File: src/rtl/fcsu_defs.svh
// Constants for the flash command and status unit
`ifndef FCSU_DEFS_SVH
`define FCSU_DEFS_SVH
// Command codes
`define FCSU_CMD_READ_ARRAY  8'hff
`define FCSU_CMD_READ_ID     8'h90
`define FCSU_CMD_READ_STATUS 8'h70
`define FCSU_CMD_CLEAR_STAT  8'h50
`define FCSU_CMD_ERASE_SETUP 8'h20
`define FCSU_CMD_CONFIRM     8'hd0
`define FCSU_CMD_PROG_SETUP  8'h40
`define FCSU_CMD_PROG_ALT    8'h10
`define FCSU_CMD_SUSPEND     8'hb0
// Status bit positions
`define FCSU_SR_READY        7
`define FCSU_SR_ERS_SUSP     6
`define FCSU_SR_ERS_FAIL     5
`define FCSU_SR_PRG_FAIL     4
`define FCSU_SR_SUPPLY_LOW   3
`define FCSU_SR_PRG_SUSP     2
`define FCSU_SR_PROTECT      1
// Reset value of the status register: ready, no flags
`define FCSU_SR_RESET        8'h80
// Identifier read addresses
`define FCSU_ID_MAKER_ADDR   2'h0
`define FCSU_ID_PART_ADDR    2'h1
// Engine operation times in cycles (shortened stand-ins)
`define FCSU_ERASE_CYCLES    16'h0040
`define FCSU_PROG_CYCLES     16'h0008
// Host command codes for its own user port
`define FCSU_HOP_READ        3'h0
`define FCSU_HOP_WRITE       3'h1
`endif

File: src/rtl/fcsu_pkg.sv
// Types for the flash command and status unit
package fcsu_pkg;
   typedef enum logic [3:0]
   {
      FCSU_M_ARRAY  = 4'h1,
      FCSU_M_ID     = 4'h2,
      FCSU_M_STATUS = 4'h4,
      FCSU_M_SETUP  = 4'h8
   } fcsu_mode_t;

   typedef enum logic [2:0]
   {
      FCSU_E_IDLE = 3'h1,
      FCSU_E_RUN  = 3'h2,
      FCSU_E_SUSP = 3'h4
   } fcsu_eng_t;
endpackage

File: src/rtl/fcsu_bus_if.sv
// Byte-wide write/read bus between host and flash command unit
interface fcsu_bus_if #(parameter int AW = 20);
   logic          wr_stb;
   logic          rd_stb;
   logic [AW-1:0] addr;
   logic [7:0]    wdata;
   logic [7:0]    rdata;
   logic          rvalid;

   modport dev  (input wr_stb, rd_stb, addr, wdata, output rdata, rvalid);
   modport host (output wr_stb, rd_stb, addr, wdata, input rdata, rvalid);
endinterface

File: src/rtl/fcsu_device.sv
// Flash command interface, program/erase engine and status register
// Summary of operation
// - Low supply: reads allowed, program/erase refused
// - FFh and 50h accepted at any address
// - After 70h, next read returns status
// - 90h enters identifier mode, address selects code
// - Erase is 20h then D0h in block
// - Program setup 40h or 10h, then data
// - B0h suspends, D0h resumes, any address
// - Locked block: no array change, operation fails
// - Host writes only defined command codes; fcsu_host forwards any byte, device ignores reserved codes
// - Bit 7 ready; low bits invalid while busy
// - Bit 6 set while erase suspended
// - Bit 5 erase fail, bit 4 program fail
// - Bad erase sequence sets bits 5 and 4
// - Bit 3 supply check at operation start and end
// - Bit 2 set while program suspended
// - Bit 1 set on lock or pin abort
// - Bit 0 reserved, device masks it to 0 on reads
// - Error flags persist until clear-status command
// - Reset enters read array mode
// - After erase/program start, reads return status
`include "fcsu_defs.svh"
module fcsu_device
   import fcsu_pkg::*;
#(
   parameter int AW     = 20,
   parameter int BLK_AW = 16,
   parameter int NBLK   = 16
)
(
   // Clock and reset
   input  wire logic            clock,
   input  wire logic            rst,
   // Bus towards host
   fcsu_bus_if.dev              bus,
   // Supply and lock from logic on this clock; protect comes from a pin
   input  wire logic            supply_low,
   input  wire logic [NBLK-1:0] block_lock,
   input  wire logic            top_block_protect_pin_n,
   // Array side: one-cycle commit strobes
   output logic                 array_erase_stb,
   output logic                 array_prog_stb,
   output logic [AW-1:0]        array_addr,
   output logic [7:0]           array_data,
   input  wire logic [7:0]      array_rdata,
   // Status mirror
   output logic                 ready
);
   localparam logic [7:0] MAKER_CODE = 8'h5a; // Arbitrary identity value
   localparam logic [7:0] PART_CODE  = 8'h3c; // Arbitrary identity value

   typedef struct packed
   {
      fcsu_mode_t    mode;
      logic          setup_erase;
      fcsu_eng_t     eng;
      logic          op_erase;
      logic [15:0]   cnt;
      logic [AW-1:0] op_addr;
      logic [7:0]    op_data;
      logic          susp_req;
      logic [7:0]    sr;
      logic [7:0]    rdata;
      logic          rvalid;
      logic          ers_stb;
      logic          prg_stb;
      logic [2:0]    pin_sync_n;
      logic          pin_lvl_n;
   } fcsu_dev_st_t;

   fcsu_dev_st_t st_r, st_nxt;

   logic [7:0]  cmd;
   logic        locked;
   logic [31:0] blk_idx;

   assign cmd = bus.wdata;

   // Lock check for the target block, top block also guarded by the pin
   always_comb
   begin
      blk_idx = 32'(bus.addr >> BLK_AW);
      locked  = block_lock[blk_idx[$clog2(NBLK)-1:0]] ||
                ((blk_idx == NBLK - 1) && !st_r.pin_lvl_n);
   end

   // Next state
   always_comb
   begin
      st_nxt         = st_r;
      st_nxt.rvalid  = 1'b0;
      st_nxt.ers_stb = 1'b0;
      st_nxt.prg_stb = 1'b0;

      // Protect pin is asynchronous: three stages, level taken once the last two agree
      st_nxt.pin_sync_n = {st_r.pin_sync_n[1:0], top_block_protect_pin_n};
      if (st_r.pin_sync_n[2] == st_r.pin_sync_n[1])
         st_nxt.pin_lvl_n = st_r.pin_sync_n[2];

      // Engine progress
      if (st_r.eng == FCSU_E_RUN)
      begin
         if (st_r.susp_req)
         begin
            st_nxt.eng      = FCSU_E_SUSP;
            st_nxt.susp_req = 1'b0;
            st_nxt.sr[`FCSU_SR_READY] = 1'b1;
            if (st_r.op_erase)
               st_nxt.sr[`FCSU_SR_ERS_SUSP] = 1'b1;
            else
               st_nxt.sr[`FCSU_SR_PRG_SUSP] = 1'b1;
         end
         else if (st_r.cnt == 16'h0000)
         begin
            st_nxt.eng = FCSU_E_IDLE;
            st_nxt.sr[`FCSU_SR_READY] = 1'b1;
            // Supply sampled again at the end of the operation, after the check at start
            if (supply_low)
            begin
               st_nxt.sr[`FCSU_SR_SUPPLY_LOW] = 1'b1;
               if (st_r.op_erase)
                  st_nxt.sr[`FCSU_SR_ERS_FAIL] = 1'b1;
               else
                  st_nxt.sr[`FCSU_SR_PRG_FAIL] = 1'b1;
            end
            else if (st_r.op_erase)
               st_nxt.ers_stb = 1'b1;
            else
               st_nxt.prg_stb = 1'b1;
         end
         else
            st_nxt.cnt = st_r.cnt - 16'h0001;
      end

      // Writes from the host
      if (bus.wr_stb)
      begin
         if (st_r.eng == FCSU_E_RUN)
         begin
            // Busy: only suspend and status read count
            if (cmd == `FCSU_CMD_SUSPEND)
               st_nxt.susp_req = 1'b1;
            st_nxt.mode = FCSU_M_STATUS;
         end
         else if (st_r.mode == FCSU_M_SETUP)
         begin
            st_nxt.mode = FCSU_M_STATUS;
            if (st_r.setup_erase && cmd != `FCSU_CMD_CONFIRM)
            begin
               // Bad erase sequence: both error flags
               st_nxt.sr[`FCSU_SR_ERS_FAIL] = 1'b1;
               st_nxt.sr[`FCSU_SR_PRG_FAIL] = 1'b1;
            end
            else if (locked)
            begin
               // Locked target: fail without touching array
               st_nxt.sr[`FCSU_SR_PROTECT] = 1'b1;
               st_nxt.sr[st_r.setup_erase ? `FCSU_SR_ERS_FAIL : `FCSU_SR_PRG_FAIL] = 1'b1;
            end
            else if (supply_low)
            begin
               st_nxt.sr[`FCSU_SR_SUPPLY_LOW] = 1'b1;
               st_nxt.sr[st_r.setup_erase ? `FCSU_SR_ERS_FAIL : `FCSU_SR_PRG_FAIL] = 1'b1;
            end
            else
            begin
               st_nxt.eng      = FCSU_E_RUN;
               st_nxt.susp_req = 1'b0; // A late suspend of the last run must not carry over
               st_nxt.op_erase = st_r.setup_erase;
               st_nxt.op_addr  = bus.addr;
               st_nxt.op_data  = cmd;
               st_nxt.cnt      = st_r.setup_erase ? `FCSU_ERASE_CYCLES : `FCSU_PROG_CYCLES;
               st_nxt.sr[`FCSU_SR_READY] = 1'b0;
            end
         end
         else
         begin
            case (cmd)
               `FCSU_CMD_READ_ARRAY:  st_nxt.mode = FCSU_M_ARRAY;
               `FCSU_CMD_READ_ID:     st_nxt.mode = FCSU_M_ID;
               `FCSU_CMD_READ_STATUS: st_nxt.mode = FCSU_M_STATUS;
               `FCSU_CMD_CLEAR_STAT:
               begin
                  // Suspend bits describe the engine, so they survive the clear
                  st_nxt.sr[`FCSU_SR_ERS_FAIL]   = 1'b0;
                  st_nxt.sr[`FCSU_SR_PRG_FAIL]   = 1'b0;
                  st_nxt.sr[`FCSU_SR_SUPPLY_LOW] = 1'b0;
                  st_nxt.sr[`FCSU_SR_PROTECT]    = 1'b0;
               end
               `FCSU_CMD_ERASE_SETUP:
               begin
                  st_nxt.mode        = FCSU_M_SETUP;
                  st_nxt.setup_erase = 1'b1;
               end
               `FCSU_CMD_PROG_SETUP, `FCSU_CMD_PROG_ALT:
               begin
                  st_nxt.mode        = FCSU_M_SETUP;
                  st_nxt.setup_erase = 1'b0;
               end
               `FCSU_CMD_CONFIRM:
               begin
                  st_nxt.mode = FCSU_M_STATUS;
                  if (st_r.eng == FCSU_E_SUSP)
                  begin
                     st_nxt.eng = FCSU_E_RUN;
                     st_nxt.sr[`FCSU_SR_READY]    = 1'b0;
                     st_nxt.sr[`FCSU_SR_ERS_SUSP] = 1'b0;
                     st_nxt.sr[`FCSU_SR_PRG_SUSP] = 1'b0;
                  end
               end
               `FCSU_CMD_SUSPEND: st_nxt.mode = FCSU_M_STATUS;
               // Reserved codes are ignored
               default: st_nxt.mode = st_r.mode;
            endcase
         end
      end

      // Read answer, one cycle later
      if (bus.rd_stb)
      begin
         st_nxt.rvalid = 1'b1;
         if (st_r.eng == FCSU_E_RUN)
            st_nxt.rdata = st_r.sr & 8'hfe;
         else
            case (st_r.mode)
               FCSU_M_ARRAY:  st_nxt.rdata = array_rdata;
               FCSU_M_ID:     st_nxt.rdata = (bus.addr[1:0] == `FCSU_ID_PART_ADDR) ?
                                             PART_CODE : MAKER_CODE;
               default:       st_nxt.rdata = st_r.sr & 8'hfe;
            endcase
      end
   end

   // State register
   always_ff @(posedge clock)
   begin
      if (rst)
      begin
         st_r        <= '0;
         st_r.mode   <= FCSU_M_ARRAY;
         st_r.eng    <= FCSU_E_IDLE;
         st_r.sr     <= `FCSU_SR_RESET;
         st_r.pin_sync_n <= 3'h7; // Pin idles high: protect off
         st_r.pin_lvl_n  <= 1'b1;
      end
      else
         st_r <= st_nxt;
   end

   assign bus.rdata       = st_r.rdata;
   assign bus.rvalid      = st_r.rvalid;
   assign array_erase_stb = st_r.ers_stb;
   assign array_prog_stb  = st_r.prg_stb;
   assign array_addr      = st_r.op_addr;
   assign array_data      = st_r.op_data;
   assign ready           = st_r.sr[`FCSU_SR_READY];
endmodule

File: src/flat_wrapper.sv
// flat-port wrapper written by rule: the top's interface ports become plain ports
module fcsu_device_flat import fcsu_pkg::*;
#(
   parameter int AW     = 20,
   parameter int BLK_AW = 16,
   parameter int NBLK   = 16
)
  (clock, rst, supply_low, block_lock, top_block_protect_pin_n, array_erase_stb, array_prog_stb, array_addr, array_data, array_rdata, ready, bus_wr_stb, bus_rd_stb, bus_addr, bus_wdata, bus_rdata, bus_rvalid);
  fcsu_bus_if #(.AW(AW)) bus_i ();
  input  wire logic clock;
  input  wire logic rst;
  input  wire logic supply_low;
  input  wire logic [NBLK-1:0] block_lock;
  input  wire logic top_block_protect_pin_n;
  output logic array_erase_stb;
  output logic array_prog_stb;
  output logic [AW-1:0] array_addr;
  output logic [7:0] array_data;
  input  wire logic [7:0] array_rdata;
  output logic ready;
  input wire logic [$bits(bus_i.wr_stb)-1:0] bus_wr_stb;
  input wire logic [$bits(bus_i.rd_stb)-1:0] bus_rd_stb;
  input wire logic [$bits(bus_i.addr)-1:0] bus_addr;
  input wire logic [$bits(bus_i.wdata)-1:0] bus_wdata;
  output wire logic [$bits(bus_i.rdata)-1:0] bus_rdata;
  output wire logic [$bits(bus_i.rvalid)-1:0] bus_rvalid;
  assign bus_i.wr_stb = bus_wr_stb;
  assign bus_i.rd_stb = bus_rd_stb;
  assign bus_i.addr = bus_addr;
  assign bus_i.wdata = bus_wdata;
  assign bus_rdata = bus_i.rdata;
  assign bus_rvalid = bus_i.rvalid;
  fcsu_device #(.AW(AW), .BLK_AW(BLK_AW), .NBLK(NBLK)) u_core (.clock(clock), .rst(rst), .bus(bus_i), .supply_low(supply_low), .block_lock(block_lock), .top_block_protect_pin_n(top_block_protect_pin_n), .array_erase_stb(array_erase_stb), .array_prog_stb(array_prog_stb), .array_addr(array_addr), .array_data(array_data), .array_rdata(array_rdata), .ready(ready));
endmodule
File: config.mk
export PLATFORM = sky130hd
export DESIGN_NAME = fcsu_device_flat
export DESIGN_NICKNAME = d
export VERILOG_FILES = /design/src/rtl/fcsu_pkg.sv /design/src/rtl/fcsu_bus_if.sv /design/src/rtl/fcsu_device.sv /design/src/flat_wrapper.sv
export VERILOG_INCLUDE_DIRS = /design/src /design/src/rtl
export SDC_FILE = /design/constraint.sdc
export NUM_CORES = 1
export LEC_CHECK = 0
export BUFFER_PORTS_ARGS = -buffer_cell sky130_fd_sc_hd__buf_4
export CORE_AREA = 2 2 104 106
export DETAILED_ROUTE_END_ITERATION = 10
export DIE_AREA = 0 0 106 108
export PLACE_DENSITY_LB_ADDON = 0.25
export SLEW_MARGIN = 10
export SYNTH_ARGS = -nofsm -noshare
export SYNTH_HDL_FRONTEND = slang
export SYNTH_SLANG_ARGS = --single-unit
File: constraint.sdc
create_clock -name clock -period 3.25 [get_ports clock]
set_clock_uncertainty 0.1 [all_clocks]
set_input_delay 0.1625 -clock clock [delete_from_list [all_inputs] [get_ports clock]]
set_output_delay 0.1625 -clock clock [all_outputs]
set_load 0.1 [all_outputs]
Word-level counts from Yosys, hierarchy flattened. Index checks and enable logic that the tools add are counted.

Register bits: 77. Output and inout port bits: 40.

Add/subtract/negate cells: 1. Magnitude comparators: 3. Eq/ne operators: 20. Muxes and demuxes: 59. Bitwise operators: 8. Reductions and logical operators: 19.

Operators with widths (count): 49-bit two-way mux (2); 57-bit two-way mux (1); 51-bit two-way mux (1); 16-bit two-way mux (3); 48-bit two-way mux (1); 46-bit two-way mux (1); 7-bit two-way mux (5); 8-bit equality test, second input constant (4); 32-bit by 5-bit less-than comparator with 1-bit output, second input constant (1); 3-bit two-way mux (10); 8-bit by 7-bit equality test with 1-bit output, second input constant (3); 8-bit two-way mux (3); 1-bit two-way mux (21); 16-bit logical NOT (1); 8-bit bitwise OR (2); 4-bit case mux with 4 select lines (1); 8-bit case mux with 2 select lines (1); 16-bit by 1-bit subtractor with 16-bit output, second input constant (1); 4-bit two-way mux (3); 5-bit AND reduction (2); 4-bit equality test, second input constant (2); 8-bit by 5-bit equality test with 1-bit output, second input constant (1); 8-bit by 6-bit equality test with 1-bit output, second input constant (1); 8-bit inequality test, second input constant (1); 26 further kinds (38).

Logic depth before layout (Yosys ltp). Gate-level depths: netlist (run 1).

Depth after elaboration: 12. Depth in mapped cells: 9. Gate-level depth less buffers: 8.

Least setup slack after synthesis (run 1). OpenSTA, ideal clock, no wires.

Path kind: flip-flop to flip-flop. From: register u_core.st_r[52] in the netlist's numbering. To: register u_core.st_r[65] in the netlist's numbering. Library setup time: 0.119 ns. Arrival: 2.188 ns. Required time: 3.031 ns. Setup slack: 0.843 ns. Stages on the path, launching flop included: 10. Period minus slack after synthesis: 2.407 ns. Path through: dfxtp_1 > inv_1 > ha_1 > or4b_2 > nor4_1 > or4b_1 > clkbuf_1 > nor4_1 > xnor2_1 > nor2_1.

Cells in the longest elaborated chain, start to end: 10. Elaborated cells on any way between the ends: 11. Classes of those cells: add/sub (1); mux (9); reduce/logical (1).

Ends and longest elaborated chain: from (decl) (line fcsu_device.sv:72) `fcsu_dev_st_t st_r, st_nxt;`; from (signal assigned) (line fcsu_device.sv:248) `st_r <= st_nxt;`; 16-bit by 1-bit subtractor with 16-bit output or 16-bit logical NOT (tied branches) (line fcsu_device.sv:133, fcsu_device.sv:114); 16-bit two-way mux * (line fcsu_device.sv:114) `else if (st_r.cnt == 16'h0000)`; 16-bit two-way mux * (line fcsu_device.sv:104) `if (st_r.susp_req)`; 16-bit two-way mux * (line fcsu_device.sv:102) `if (st_r.eng == FCSU_E_RUN)`; 49-bit two-way mux (line fcsu_device.sv:161) `else if (supply_low)`; 49-bit two-way mux (line fcsu_device.sv:155) `else if (locked)`; 51-bit two-way mux (line fcsu_device.sv:149) `` if (st_r.setup_erase && cmd != `FCSU_CMD_CONFIRM) ``; 46-bit two-way mux (line fcsu_device.sv:146) `else if (st_r.mode == FCSU_M_SETUP)`; 48-bit two-way mux (line fcsu_device.sv:139) `if (st_r.eng == FCSU_E_RUN)`; 57-bit two-way mux * (line fcsu_device.sv:137) `if (bus.wr_stb)`.

Every way passes the cells marked *; elsewhere a longest branch is shown, timed or not. A chain may end at the register's enable or synchronous reset.

Final worst setup path (run 1).
From: input bus_wdata[0]. To: register u_core.st_r[56] in the netlist's numbering.

Cells in the longest elaborated chain, start to end: 6.

Ends and longest elaborated chain: from (decl) (line flat_wrapper.sv:24) `input wire logic [$bits(bus_i.wdata)-1:0] bus_wdata;`; 8-bit inequality test (no source line); 1-bit logical AND (no source line); 51-bit two-way mux (line fcsu_device.sv:149); 46-bit two-way mux (line fcsu_device.sv:146); 48-bit two-way mux (line fcsu_device.sv:139); 57-bit two-way mux (line fcsu_device.sv:137).

Every way passes these cells.

==> results of run 1 <==
## area by class of cell
cell class | count | area [sq um]
Clock buffer | 9 | 124
Clock inverter | 6 | 90.1
Fill cell | 993 | 5250
Inverter | 8 | 30.0
Multi-Input combinational cell | 326 | 2030
Sequential cell | 76 | 1520
Tap cell | 136 | 170
Timing Repair Buffer | 128 | 1020
## cells by family after synthesis
logic type / synth area share
DFF: 0.376
adders and majority gates: 0.00619
and+or+nand+nor: 0.232
xor gates and xnor gates: 0.0325
buffers and inverters: 0.122
AOI/OAI and AO/OA: 0.213
muxes: 0.0186
## cells in the mapped netlist, types with 8 or more instances
library cell / n
sky130_fd_sc_hd__nand2_1: 23
sky130_fd_sc_hd__nand3_1: 9
sky130_fd_sc_hd__a211oi_1: 8
sky130_fd_sc_hd__o21ai_0: 10
sky130_fd_sc_hd__xnor2_1: 8
sky130_fd_sc_hd__a21oi_1: 51
sky130_fd_sc_hd__buf_4: 37
sky130_fd_sc_hd__nor3_1: 11
sky130_fd_sc_hd__dfxtp_1: 76
sky130_fd_sc_hd__nor2_1: 45
sky130_fd_sc_hd__a31oi_1: 9
sky130_fd_sc_hd__nand2b_1: 8
sky130_fd_sc_hd__nand4_1: 33
sky130_fd_sc_hd__clkbuf_1: 29
sky130_fd_sc_hd__o31ai_1: 31
## per-stage QoR
step           setup WS (ns)  utilization
2_1_floorplan          0.843            -
3_3_place_gp           0.675        0.445
3_5_place_dp           0.624        0.445
4_1_cts                0.446        0.487
5_1_grt                0.316        0.487
6_report               0.436        0.487
## critical path, stage by stage
cell and delay [ns]:
sky130_fd_sc_hd__dlygate4sd3_1 0.55, sky130_fd_sc_hd__buf_4 0.15, sky130_fd_sc_hd__or4_4 0.53, sky130_fd_sc_hd__or3_1 0.49
sky130_fd_sc_hd__a211oi_4 0.47, sky130_fd_sc_hd__nand2_4 0.09, sky130_fd_sc_hd__o21ai_4 0.39, sky130_fd_sc_hd__nor2_1 0.10
## cell usage in the layout, fill, tap and decap left out, types with 3 or more instances in the layout
cell type / n
sky130_fd_sc_hd__o221ai_1: 3
sky130_fd_sc_hd__or2_2: 4
sky130_fd_sc_hd__nor3_1: 11
sky130_fd_sc_hd__mux2i_1: 3
sky130_fd_sc_hd__a21oi_1: 50
sky130_fd_sc_hd__nand3_1: 9
sky130_fd_sc_hd__nor4_1: 5
sky130_fd_sc_hd__xnor2_1: 8
sky130_fd_sc_hd__o31ai_1: 31
sky130_fd_sc_hd__nand2_1: 23
sky130_fd_sc_hd__o21a_1: 3
sky130_fd_sc_hd__dfxtp_1: 76
sky130_fd_sc_hd__inv_1: 7
sky130_fd_sc_hd__xor2_1: 7
sky130_fd_sc_hd__o21ai_0: 10
sky130_fd_sc_hd__clkbuf_8: 9
sky130_fd_sc_hd__buf_4: 106
sky130_fd_sc_hd__nor2b_1: 4
sky130_fd_sc_hd__nor2_1: 45
sky130_fd_sc_hd__nand4_1: 33
sky130_fd_sc_hd__a22oi_1: 3
sky130_fd_sc_hd__nand2b_1: 8
sky130_fd_sc_hd__or4_1: 3
sky130_fd_sc_hd__or3_1: 4
sky130_fd_sc_hd__dlygate4sd3_1: 22
sky130_fd_sc_hd__nor4b_1: 4
sky130_fd_sc_hd__a31oi_1: 9
sky130_fd_sc_hd__a21o_1: 3
sky130_fd_sc_hd__a211oi_1: 8
sky130_fd_sc_hd__and3_1: 3
## power groups by stage
| stage | registers, W | logic, W | clock network [W] |
|---|---|---|---|
| 2_1_floorplan | 0.000970 | 0.000173 | 0 |
| 3_3_place_gp | 0.000966 | 0.000263 | 0 |
| 3_5_place_dp | 0.000966 | 0.000264 | 0 |
| 4_1_cts | 0.000945 | 0.000286 | 0.000801 |
| 5_1_grt | 0.000946 | 0.000308 | 0.000852 |
| 6_report | 0.000945 | 0.000288 | 0.000785 |
## sequential cells by signal (all words and copies together), names as in the netlist
register,count
u_core.st_r,34
u_core.array_prog_stb,1
u_core.ready,1
u_core.bus.rdata,8
u_core.bus.rvalid,1
u_core.st_nxt,2
u_core.array_addr,20
u_core.array_data,8
u_core.array_erase_stb,1
## per-layer routing
layer | global-route usage | vias to the layer above
met1 | 0.258 | 1774
met3 | 0.0338 | 14
li1 | - | 1865
met5 | 0 | -
met2 | 0.305 | 103
met4 | 0.0733 | 0
## path summary, 6_finish.rpt
path,from,end,slack (ns),cells after the start
max,bus_wdata[0],u_core.st_r[56]$_SDFF_PP0_,0.44,8
min,bus_rd_stb,u_core.bus.rdata[7]$_SDFFE_PP0P_,0.01,2
max reg2reg,u_core.st_r[52]$_SDFF_PP0_,u_core.st_r[58]$_SDFF_PP0_,0.58,8
min reg2reg,u_core.st_nxt[2]$_SDFF_PP1_,u_core.st_nxt[3]$_SDFF_PP1_,0.31,1
==> qor.json, run 1 <==
{
  "run_status": "complete, no violations",
  "number_of_buffers_inserted_by_post_cts_setup_repair": 0,
  "synth_top_flop_cell": "sky130_fd_sc_hd__dfxtp_1",
  "detailroute.wirelength.met3_um": 487,
  "number_of_synthesized_flops_with_an_enable_pin": 0,
  "postSynthNetCount": 545,
  "mapped_cell_area_sq_um": 4040,
  "dr.pass1.iters": 5,
  "average_detailed_routed_wire_length_per_instance_um": 15.6,
  "grt_setup_unrepaired": "false",
  "post_layout_nonfiller_instances": 689,
  "floorplan.core_area_sq_um": 10200,
  "drive_above_1_share": 0.255,
  "setup_violations": 0,
  "synth_top_cell_by_area": "sky130_fd_sc_hd__dfxtp_1",
  "area_growth_syn_to_layout_pct": 23.3,
  "wl_met1_um": 5010,
  "power.internal_w": 0.00147,
  "worst_setup_path_start_kind": "primary input",
  "syn-mean-instance-area_sq_um": 8.33,
  "yosys.cell_types.count": 56,
  "initialDrtViolationCount": 199,
  "stdcell_area_sq_um": 4980,
  "rows": 37,
  "met2_length_um": 5070,
  "clock_sinks": 76,
  "timing.critical_path.fanout_max": 14,
  "final_antenna_net_count": 0,
  "grt-ovfl-total": 0,
  "die-area_sq_um": 11400,
  "required_ns": 3.37,
  "tightest_slew_ns": 1.16,
  "via_count": 3756,
  "drv.max_cap_violation_count": 0,
  "clock-root-buffer": "sky130_fd_sc_hd__clkbuf_8",
  "area_of_placed_instances_sq_um": 4550,
  "min_period_over_period": 0.866,
  "max_clock_freq_mhz": 355,
  "finalWorstPathRequiredPeriod_ns": 2.81,
  "tritoncts": "yes",
  "worst_hold_path_type": "in -> reg",
  "grt_pass1_vias": 3595,
  "clk_pin_slew_worst_paths_ns": 0.08,
  "criticalPathCategory": "in -> reg",
  "report.power.total_w": 0.00202,
  "cts-htree-levels": 3,
  "finalSetupTns_ns": 0,
  "die_h_um": 108,
  "groute.usage.overall": 0.191,
  "largest_net_degree_at_the_start_of_global_routing": 56,
  "synth_top_area_share": 0.376,
  "final_slew_violations": 0,
  "cts-resized-gates": 0,
  "vdd.ir_drop.worst_mv": 0.174,
  "grt_antenna_before_repair": 0,
  "dieWidth_um": 106,
  "clock_tree.buffer_depth": 2,
  "top_area_cells_in_the_synthesized_netlist": "sky130_fd_sc_hd__dfxtp_1, sky130_fd_sc_hd__buf_4, sky130_fd_sc_hd__a21oi_1",
  "power.share.clock": 0.389,
  "routed_wirelength_um": 10700,
  "detailedPlacementHpwl_um": 7350,
  "async_flop_share": 0,
  "initial_utilization": 0.395,
  "numPortBuffers": 97,
  "p_comb_frac": 0.143,
  "cts_hold_repair.buffers": 22,
  "cts-buffers-inserted": 9,
  "layout.nets": 609,
  "seq_power_share": 0.468,
  "drc": 0,
  "synth_cells": 485,
  "switching_share": 0.270,
  "diodes": 0,
  "switchingPower_w": 0.000544,
  "drt-vias-per-instance": 5.45,
  "ios": 98,
  "leakagePower_nw": 1.91,
  "worstPathArrival_ns": 2.94,
  "endpoint_class_of_the_critical_path": "register",
  "route.top_layer_used": "met4",
  "timing_hold_violations_final": 0,
  "routabilityCongestion": 0.860,
  "synth-seq-cells": 76,
  "powerDensity_nw_per_um2": 405,
  "hold_ws_ns": 0.0109,
  "clock_insertion_delay_worst_skew_ns": 0.35,
  "place_inst": 652,
  "global_route_wire_length_before_repair_um": 17700,
  "timing.max_slew.rel_slack": 0.227,
  "ys.warnings.count": 0,
  "ys_seq_area_frac": 0.376
}
No activity file was read; power rests on OpenSTA's default activity.
==> run 2: changes to the inputs <==
--- a/config.mk
+++ b/config.mk
@@ -10,7 +10,7 @@
 export CORE_AREA = 2 2 104 106
 export DETAILED_ROUTE_END_ITERATION = 10
 export DIE_AREA = 0 0 106 108
-export PLACE_DENSITY_LB_ADDON = 0.25
+export PLACE_DENSITY = 0.74
 export SLEW_MARGIN = 10
 export SYNTH_ARGS = -nofsm -noshare
 export SYNTH_HDL_FRONTEND = slang
==> run 2 against run 1 <==
  * Power grew 1.3%
  * Wire length up 0.84%
  * Via count is 3.2% higher
  * Fmax down 3.3%
  * Count of clock-buffer cells in the layout grew 1
  * Flip-flop and latch count unchanged
  * Register-to-register slack worse by 0.04 ns
  * Sequential share of layout area down 0.069 points
  * Critical path depth grew 1
  * Largest cell class unchanged
  * Setup slack got worse by 0.097 ns
==> qor.json, run 2 (synthesis results as in run 1) <==
{
  "area_growth_syn_to_layout_pct": 23.6,
  "worstReg2RegEnd": "u_core.st_r[59]$_SDFF_PP0_",
  "largest_net_degree_at_the_start_of_global_routing": {"value": 56, "change": "unchanged"},
  "timing_hold_violations_final": {"value": 0, "change": "unchanged"},
  "stdcell_area": {"value": 4990, "unit": "sq um", "change": "+0.23%"},
  "initial_utilization": {"value": 0.395, "change": "unchanged"},
  "multiInputGateArea": {"value": 2030, "unit": "sq um", "change": "unchanged"},
  "drc": {"value": 0, "change": "unchanged"},
  "cts-htree-levels": {"value": 3, "change": "unchanged"},
  "rows": {"value": 37, "change": "unchanged"},
  "reg2reg_slack": {"value": 0.54, "unit": "ns", "change": "-0.04 ns"},
  "required": {"value": 3.38, "unit": "ns", "change": "about the same"},
  "clock-root-buffer": "sky130_fd_sc_hd__clkbuf_8",
  "final_common_cell": "sky130_fd_sc_hd__buf_4",
  "global_route_wire_length_before_repair": {"value": 17200, "unit": "um", "change": "-2.8%"},
  "tightest_slew": {"value": 0.865, "unit": "ns", "change": "-0.294 ns"},
  "initialDrtViolationCount": {"value": 240, "change": "+21%"},
  "die-area": {"value": 11400, "unit": "sq um", "change": "unchanged"},
  "number_of_filler_cells_placed_in_the_layout": {"value": 946, "change": "-4.7%"},
  "via_count": {"value": 3875, "change": "+3.2%"},
  "worst_setup_path_start_kind": "primary input",
  "cts-resized-gates": {"value": 0, "change": "unchanged"},
  "largest_register_ffs": {"value": 34, "change": "unchanged"},
  "max_clock_freq": {"value": 344, "unit": "MHz", "change": "-3.3%"},
  "worst_hold_path_type": "in -> reg",
  "ios": {"value": 98, "change": "unchanged"},
  "die_h": {"value": 108, "unit": "um", "change": "unchanged"},
  "drive_above_1_share": {"value": 0.256, "change": "+0.00134"},
  "drt-vias-per-instance": {"value": 5.62, "change": "+3.0%"},
  "final_slew_violations": {"value": 0, "change": "unchanged"},
  "final_antenna_net_count": {"value": 0, "change": "unchanged"},
  "hold_ws": {"value": 0.0101, "unit": "ns", "change": "-0.000771 ns"},
  "cpMaxStageDelayCell": "sky130_fd_sc_hd__dlygate4sd3_1",
  "clock_sinks": {"value": 76, "change": "unchanged"},
  "timing.critical_path.mode_cell": "sky130_fd_sc_hd__buf_4",
  "ff_latch_area": {"value": 1520, "unit": "sq um", "change": "unchanged"},
  "diodes": {"value": 0, "change": "unchanged"},
  "detailedPlacementHpwl": {"value": 7350, "unit": "um", "change": "about the same"},
  "leakagePower": {"value": 1.92, "unit": "nW", "change": "+0.61%"},
  "clock_tree.buffer_depth": {"value": 2, "change": "unchanged"},
  "criticalPathCategory": "in -> reg",
  "layout.nets": {"value": 609, "change": "unchanged"},
  "vdd.ir_drop.worst": {"value": 0.189, "unit": "mV", "change": "+8.5%"},
  "setup_violations": {"value": 0, "change": "unchanged"},
  "cp_slowest_stage_delay": {"value": 0.55, "unit": "ns", "change": "about the same"},
  "clk_pin_slew_worst_paths": {"value": 0.08, "unit": "ns", "change": "about the same"},
  "grt_antenna_before_repair": {"value": 0, "change": "unchanged"},
  "top_register": "u_core.st_r",
  "drv.max_cap_violation_count": {"value": 0, "change": "unchanged"},
  "clock_insertion_delay_worst_skew": {"value": 0.36, "unit": "ns", "change": "about the same"},
  "groute.usage.overall": {"value": 0.185, "change": "-0.00572"},
  "reg2regPathDepth": {"value": 8, "change": "unchanged"},
  "report.power.total": {"value": 0.00204, "unit": "W", "change": "+1.3%"},
  "critical_path.cell_chain": "dlygate4sd3_1 -> buf_4 -> or4_4 -> or3_1 -> nand2_1 -> nand3_1 -> buf_4 -> o41ai_1 -> a21oi_1",
  "endpoint_class_of_the_critical_path": "register",
  "area_of_placed_instances": {"value": 4550, "unit": "sq um", "change": "unchanged"},
  "powerDensity": {"value": 409, "unit": "nW/um^2", "change": "+1.1%"},
  "grt-ovfl-total": {"value": 0, "change": "unchanged"},
  "min_path_cells": {"value": 3, "change": "+1"},
  "numPortBuffers": {"value": 97, "change": "unchanged"},
  "dieWidth": {"value": 106, "unit": "um", "change": "unchanged"},
  "crit_buf_inv": {"value": 3, "change": "+1"},
  "finalSetupTns": {"value": 0, "unit": "ns", "change": "unchanged"},
  "routed_wirelength": {"value": 10800, "unit": "um", "change": "+0.84%"},
  "timing.critical_path.max_delay_family": "simple AND/OR/NAND/NOR gates",
  "timing.max_slew.rel_slack": {"value": 0.418, "change": "+0.191"},
  "worstPathArrival": {"value": 3.05, "unit": "ns", "change": "+0.11 ns"},
  "run_status": "complete, no violations",
  "grt_setup_unrepaired": "false",
  "finalWorstPathRequiredPeriod": {"value": 2.91, "unit": "ns", "change": "+0.0967 ns"},
  "floorplan.core_area": {"value": 10200, "unit": "sq um", "change": "unchanged"},
  "most-common-layout-cells": "sky130_fd_sc_hd__buf_4, sky130_fd_sc_hd__dfxtp_1, sky130_fd_sc_hd__a21oi_1, sky130_fd_sc_hd__nor2_1, sky130_fd_sc_hd__nand4_1",
  "worst_hold_startpoint": "bus_addr[16]",
  "dr.pass1.iters": {"value": 5, "change": "unchanged"},
  "worstHoldEndpoint": "u_core.array_addr[16]$_SDFFE_PP0P_",
  "cts-buffers-inserted": {"value": 9, "change": "unchanged"},
  "worstReg2RegStart": "u_core.st_r[52]$_SDFF_PP0_",
  "average_detailed_routed_wire_length_per_instance": {"value": 15.7, "unit": "um", "change": "+0.69%"},
  "routabilityCongestion": {"value": 0.870, "change": "+1.2%"},
  "timing.critical_path.fanout_max": {"value": 25, "change": "+11"},
  "min_period_over_period": {"value": 0.896, "change": "+0.0297"},
  "tritoncts": "yes",
  "grt_pass1_vias": {"value": 3634, "change": "+1.1%"}
}
## run 2: stage by stage
step / instances / setup slack (ns) / util
after floorplan: 485 / 0.843 / -
after global placement: 652 / 0.674 / 0.445
after detailed placement: 652 / 0.547 / 0.445
after CTS: 690 / 0.391 / 0.488
after global routing: 690 / 0.285 / 0.488
final: 690 / 0.339 / 0.488
## run 2: layout make-up
type                    count  area share
multi-input cells         326       0.407
repair buffers            128       0.203
inverters                   8     0.00601
clock inverters             6      0.0175
well taps                 136      0.0341
flip-flops and latches     76       0.305
clock buffers              10      0.0276
## run 2: routing by layer
layer	global-route usage	wire, um	up-vias
met1	0.221	4640	1858
met5	0	0	-
met3	0.0313	516	24
met4	0.0902	240	0
li1	-	-	1866
met2	0.323	5420	127
## run 2: where the power goes
part | total [W] | internal (W) | leakage, nW | switching [W]
clock | 0.000813 | 0.000453 | 0.116 | 0.000360
combinational | 0.000286 | 0.000106 | 1.19 | 0.000181
sequential | 0.000945 | 0.000940 | 0.615 | 0.00000497
total | 0.00204 | 0.00150 | 1.92 | 0.000546
## run 2: timing repair
| item | 4_1_cts | 5_1_grt |
|---|---|---|
| endpoints found under the hold margin | 22 | 0 |
| hold buffers | 22 | 0 |
| setup buffers | 0 | 0 |
## run 2: how the worst max path moves through the flow
stage	from	endpoint	slack, ns	cells after the start
floorplan	u_core.st_r[52]$_SDFF_PP0_	u_core.st_r[65]$_SDFF_PP0_	0.84	9
global placement	bus_wdata[0]	u_core.st_r[58]$_SDFF_PP0_	0.67	8
detailed placement	u_core.st_r[52]$_SDFF_PP0_	u_core.st_r[59]$_SDFF_PP0_	0.55	8
CTS	bus_wdata[0]	u_core.st_r[58]$_SDFF_PP0_	0.39	9
global route	bus_wdata[1]	u_core.array_addr[4]$_SDFFE_PP0P_	0.28	9
finish	bus_wdata[1]	u_core.st_r[58]$_SDFF_PP0_	0.34	9
## run 2: worst register-to-register path, cell delays in order (launching register included)
cell and delay, ns:
sky130_fd_sc_hd__dfxtp_1 0.34, sky130_fd_sc_hd__inv_1 0.09, sky130_fd_sc_hd__ha_1 0.23, sky130_fd_sc_hd__or4b_2 0.63, sky130_fd_sc_hd__nor4_1 0.52, sky130_fd_sc_hd__or4b_1 0.38, sky130_fd_sc_hd__nor4_1 0.11, sky130_fd_sc_hd__xnor2_1 0.16
sky130_fd_sc_hd__nor2_1 0.05
==> run 3: changes to the inputs <==
==> constraint.sdc (replaced) <==
create_clock -name clock -period 3.25 [get_ports clock]
set_clock_uncertainty 0.1 [all_clocks]
set_input_delay 0.975 -clock clock [delete_from_list [all_inputs] [get_ports clock]]
set_output_delay 0.975 -clock clock [all_outputs]
set_load 0.1 [all_outputs]
==> run 3 against run 2 <==
  * First-iteration DRC count up 2.1%
  * Setup slack better by 0.0012 ns
  * Power fell by 1.4%
  * Die area unchanged
  * Fmax hardly changed
  * Via count shrank 3.3%
  * Global-route usage is 0.087 points lower
  * Critical path depth decreased by 2
  * Non-clock buffer count decreased by 11
  * Largest power group unchanged
==> qor.json, run 3 (synthesis results as in run 1) <==
{
  "run_status": "complete, no violations",
  "groute.usage.overall": {"value": 0.184, "change": "-0.000873"},
  "layout.nets": {"value": 598, "change": "-1.8%"},
  "power.internal": {"value": 0.00149, "unit": "W", "change": "-0.57%"},
  "power.share.clock": {"value": 0.393, "change": "-0.005"},
  "number_of_filler_cells_placed_in_the_layout": {"value": 951, "change": "+0.53%"},
  "worstPathArrival": {"value": 3.09, "unit": "ns", "change": "+0.04 ns"},
  "criticalPathCategory": "in -> reg",
  "cts-htree-levels": {"value": 3, "change": "unchanged"},
  "reg2reg_slack": {"value": 0.58, "unit": "ns", "change": "+0.04 ns"},
  "leakagePower": {"value": 1.88, "unit": "nW", "change": "-1.8%"},
  "global_route_wire_length_before_repair": {"value": 17100, "unit": "um", "change": "-0.40%"},
  "diodes": {"value": 0, "change": "unchanged"},
  "critical_path.cell_chain": "buf_4 -> or4_4 -> or3_1 -> a211oi_4 -> buf_4 -> nand4_1 -> a21oi_1",
  "initial_utilization": {"value": 0.395, "change": "unchanged"},
  "drive_above_1_share": {"value": 0.279, "change": "+0.0223"},
  "vdd.ir_drop.worst": {"value": 0.254, "unit": "mV", "change": "+35%"},
  "timing.critical_path.fanout_max": {"value": 13, "change": "-48%"},
  "dpl_worst_slack": {"value": -0.0171, "unit": "ns", "change": "-0.564 ns"},
  "clock_tree.buffer_depth": {"value": 2, "change": "unchanged"},
  "grt_antenna_before_repair": {"value": 0, "change": "unchanged"},
  "drt-vias-per-instance": {"value": 5.53, "change": "-1.5%"},
  "switchingPower": {"value": 0.000527, "unit": "W", "change": "-3.5%"},
  "tritoncts": "yes",
  "switching_share": {"value": 0.261, "change": "-0.00587"},
  "routed_wirelength": {"value": 10300, "unit": "um", "change": "-4.7%"},
  "cpMaxStageDelayCell": "sky130_fd_sc_hd__or4_4",
  "most-common-layout-cells": "sky130_fd_sc_hd__buf_4, sky130_fd_sc_hd__dfxtp_1, sky130_fd_sc_hd__a21oi_1, sky130_fd_sc_hd__nor2_1, sky130_fd_sc_hd__nand4_1",
  "final_antenna_net_count": {"value": 0, "change": "unchanged"},
  "largest_net_degree_at_the_start_of_global_routing": {"value": 38, "change": "-32%"},
  "setup_slack": {"value": 0.341, "unit": "ns", "change": "+0.00123 ns"},
  "die_h": {"value": 108, "unit": "um", "change": "unchanged"},
  "worst_hold_startpoint": "u_core.st_nxt[2]$_SDFF_PP1_",
  "finalWorstPathRequiredPeriod": {"value": 2.91, "unit": "ns", "change": "-0.00123 ns"},
  "number_of_buffers_inserted_by_post_cts_setup_repair": {"value": 0, "change": "unchanged"},
  "detailedPlacementHpwl": {"value": 7610, "unit": "um", "change": "+3.5%"},
  "cp_slowest_stage_delay": {"value": 0.53, "unit": "ns", "change": "-0.02 ns"},
  "grt-ovfl-total": {"value": 0, "change": "unchanged"},
  "drc": {"value": 0, "change": "unchanged"},
  "setup_violations": {"value": 0, "change": "unchanged"},
  "powerDensity": {"value": 413, "unit": "nW/um^2", "change": "+0.86%"},
  "routabilityCongestion": {"value": 0.863, "change": "-0.80%"},
  "top_register": "u_core.st_r",
  "worstReg2RegEnd": "u_core.st_r[67]$_SDFF_PP0_",
  "grt_setup_unrepaired": "false",
  "clk_pin_slew_worst_paths": {"value": 0.08, "unit": "ns", "change": "about the same"},
  "ios": {"value": 98, "change": "unchanged"},
  "initialDrtViolationCount": {"value": 245, "change": "+2.1%"},
  "die-area": {"value": 11400, "unit": "sq um", "change": "unchanged"},
  "rows": {"value": 37, "change": "unchanged"},
  "min_period_over_period": {"value": 0.895, "change": "about the same"},
  "via_count": {"value": 3749, "change": "-3.3%"},
  "largest_register_ffs": {"value": 34, "change": "unchanged"},
  "final_common_cell": "sky130_fd_sc_hd__buf_4",
  "worst_setup_path_start_kind": "primary input",
  "timing.max_slew.rel_slack": {"value": 0.420, "change": "+0.00142"},
  "min_path_cells": {"value": 1, "change": "-2"},
  "timing.critical_path.mode_cell": "sky130_fd_sc_hd__buf_4",
  "endpoint_class_of_the_critical_path": "register",
  "clock_sinks": {"value": 76, "change": "unchanged"},
  "max_clock_freq": {"value": 344, "unit": "MHz", "change": "about the same"},
  "area_growth_syn_to_layout_pct": 20.9,
  "fin_util": {"value": 0.477, "change": "-0.0108"},
  "cts_hold_repair.buffers": {"value": 0, "change": "-100%"},
  "reg2regPathDepth": {"value": 8, "change": "unchanged"},
  "timing_hold_violations_final": {"value": 0, "change": "unchanged"},
  "floorplan.core_area": {"value": 10200, "unit": "sq um", "change": "unchanged"},
  "worstHoldEndpoint": "u_core.st_nxt[3]$_SDFF_PP1_",
  "worstReg2RegStart": "u_core.st_r[52]$_SDFF_PP0_",
  "p_comb_frac": {"value": 0.138, "change": "-0.002"},
  "stdcell_area": {"value": 4880, "unit": "sq um", "change": "-2.2%"},
  "cts-resized-gates": {"value": 0, "change": "unchanged"},
  "cts-buffers-inserted": {"value": 9, "change": "unchanged"},
  "dieWidth": {"value": 106, "unit": "um", "change": "unchanged"},
  "area_of_placed_instances": {"value": 4670, "unit": "sq um", "change": "+2.6%"},
  "numPortBuffers": {"value": 97, "change": "unchanged"},
  "drv.max_cap_violation_count": {"value": 0, "change": "unchanged"},
  "seq_power_share": {"value": 0.468, "change": "+0.006"},
  "clock-root-buffer": "sky130_fd_sc_hd__clkbuf_8",
  "tightest_slew": {"value": 0.863, "unit": "ns", "change": "-0.00211 ns"},
  "dr.pass1.iters": {"value": 4, "change": "-1"},
  "required": {"value": 3.43, "unit": "ns", "change": "+0.05 ns"},
  "final_slew_violations": {"value": 0, "change": "unchanged"},
  "worst_hold_path_type": "reg -> reg",
  "average_detailed_routed_wire_length_per_instance": {"value": 15.2, "unit": "um", "change": "-3.1%"},
  "clock_insertion_delay_worst_skew": {"value": 0.36, "unit": "ns", "change": "about the same"},
  "grt_pass1_vias": {"value": 3554, "change": "-2.2%"}
}
==> run 3: stage by stage <==
step                total power [W]  setup TNS, ns  instances  hold slack (ns)
floorplan                   0.00114              0        485            0.289
global placement            0.00124              0        663            0.293
detailed placement          0.00124        -0.0297        663            0.295
CTS                         0.00202              0        678            0.306
global route                0.00209              0        678            0.325
finish                      0.00202              0        678            0.304
==> run 3: critical path, delay by kind of cell <==
family / cells / cell delay, ns
AND/OR/NAND/NOR: 3 / 1.11
AO/OA/AOI/OAI: 2 / 0.61
buffers and inverters: 2 / 0.38
==> run 3: worst max path at each step <==
stage | from | end | cells past startpoint
global placement | bus_wdata[0] | u_core.ready$_SDFF_PP1_ | 7
finish | bus_wdata[0] | u_core.array_addr[18]$_SDFFE_PP0P_ | 7
floorplan | bus_wdata[0] | u_core.st_r[52]$_SDFF_PP0_ | 8
detailed placement | bus_wdata[0] | u_core.array_addr[17]$_SDFFE_PP0P_ | 7
global route | bus_wdata[0] | u_core.array_addr[17]$_SDFFE_PP0P_ | 7
CTS | bus_wdata[0] | u_core.array_addr[17]$_SDFFE_PP0P_ | 7
==> run 3: area by class of cell <==
class	instances	area, sq um	share of cell area
clock buffers	11	141	0.0289
clock inverters	4	73.8	0.0151
inverters	8	30.0	0.00615
multi-input cells	326	2030	0.416
flip-flops and latches	76	1520	0.311
well taps	136	170	0.0348
repair buffers	117	916	0.188
==> run 3: routing by layer <==
layer	part of all wire	global-route usage	up-vias
li1	-	-	1845
met1	0.44	0.229	1767
met2	0.49	0.311	112
met3	0.045	0.0325	25
met4	0.026	0.0874	0
met5	0	0	-
==> run 3: power groups by stage <==
| stage | combinational, W | sequential, W | clock [W] |
|---|---|---|---|
| floorplan | 0.000173 | 0.000970 | 0 |
| global placement | 0.000275 | 0.000966 | 0 |
| detailed placement | 0.000276 | 0.000966 | 0 |
| CTS | 0.000277 | 0.000945 | 0.000803 |
| global route | 0.000297 | 0.000946 | 0.000852 |
| finish | 0.000279 | 0.000944 | 0.000793 |
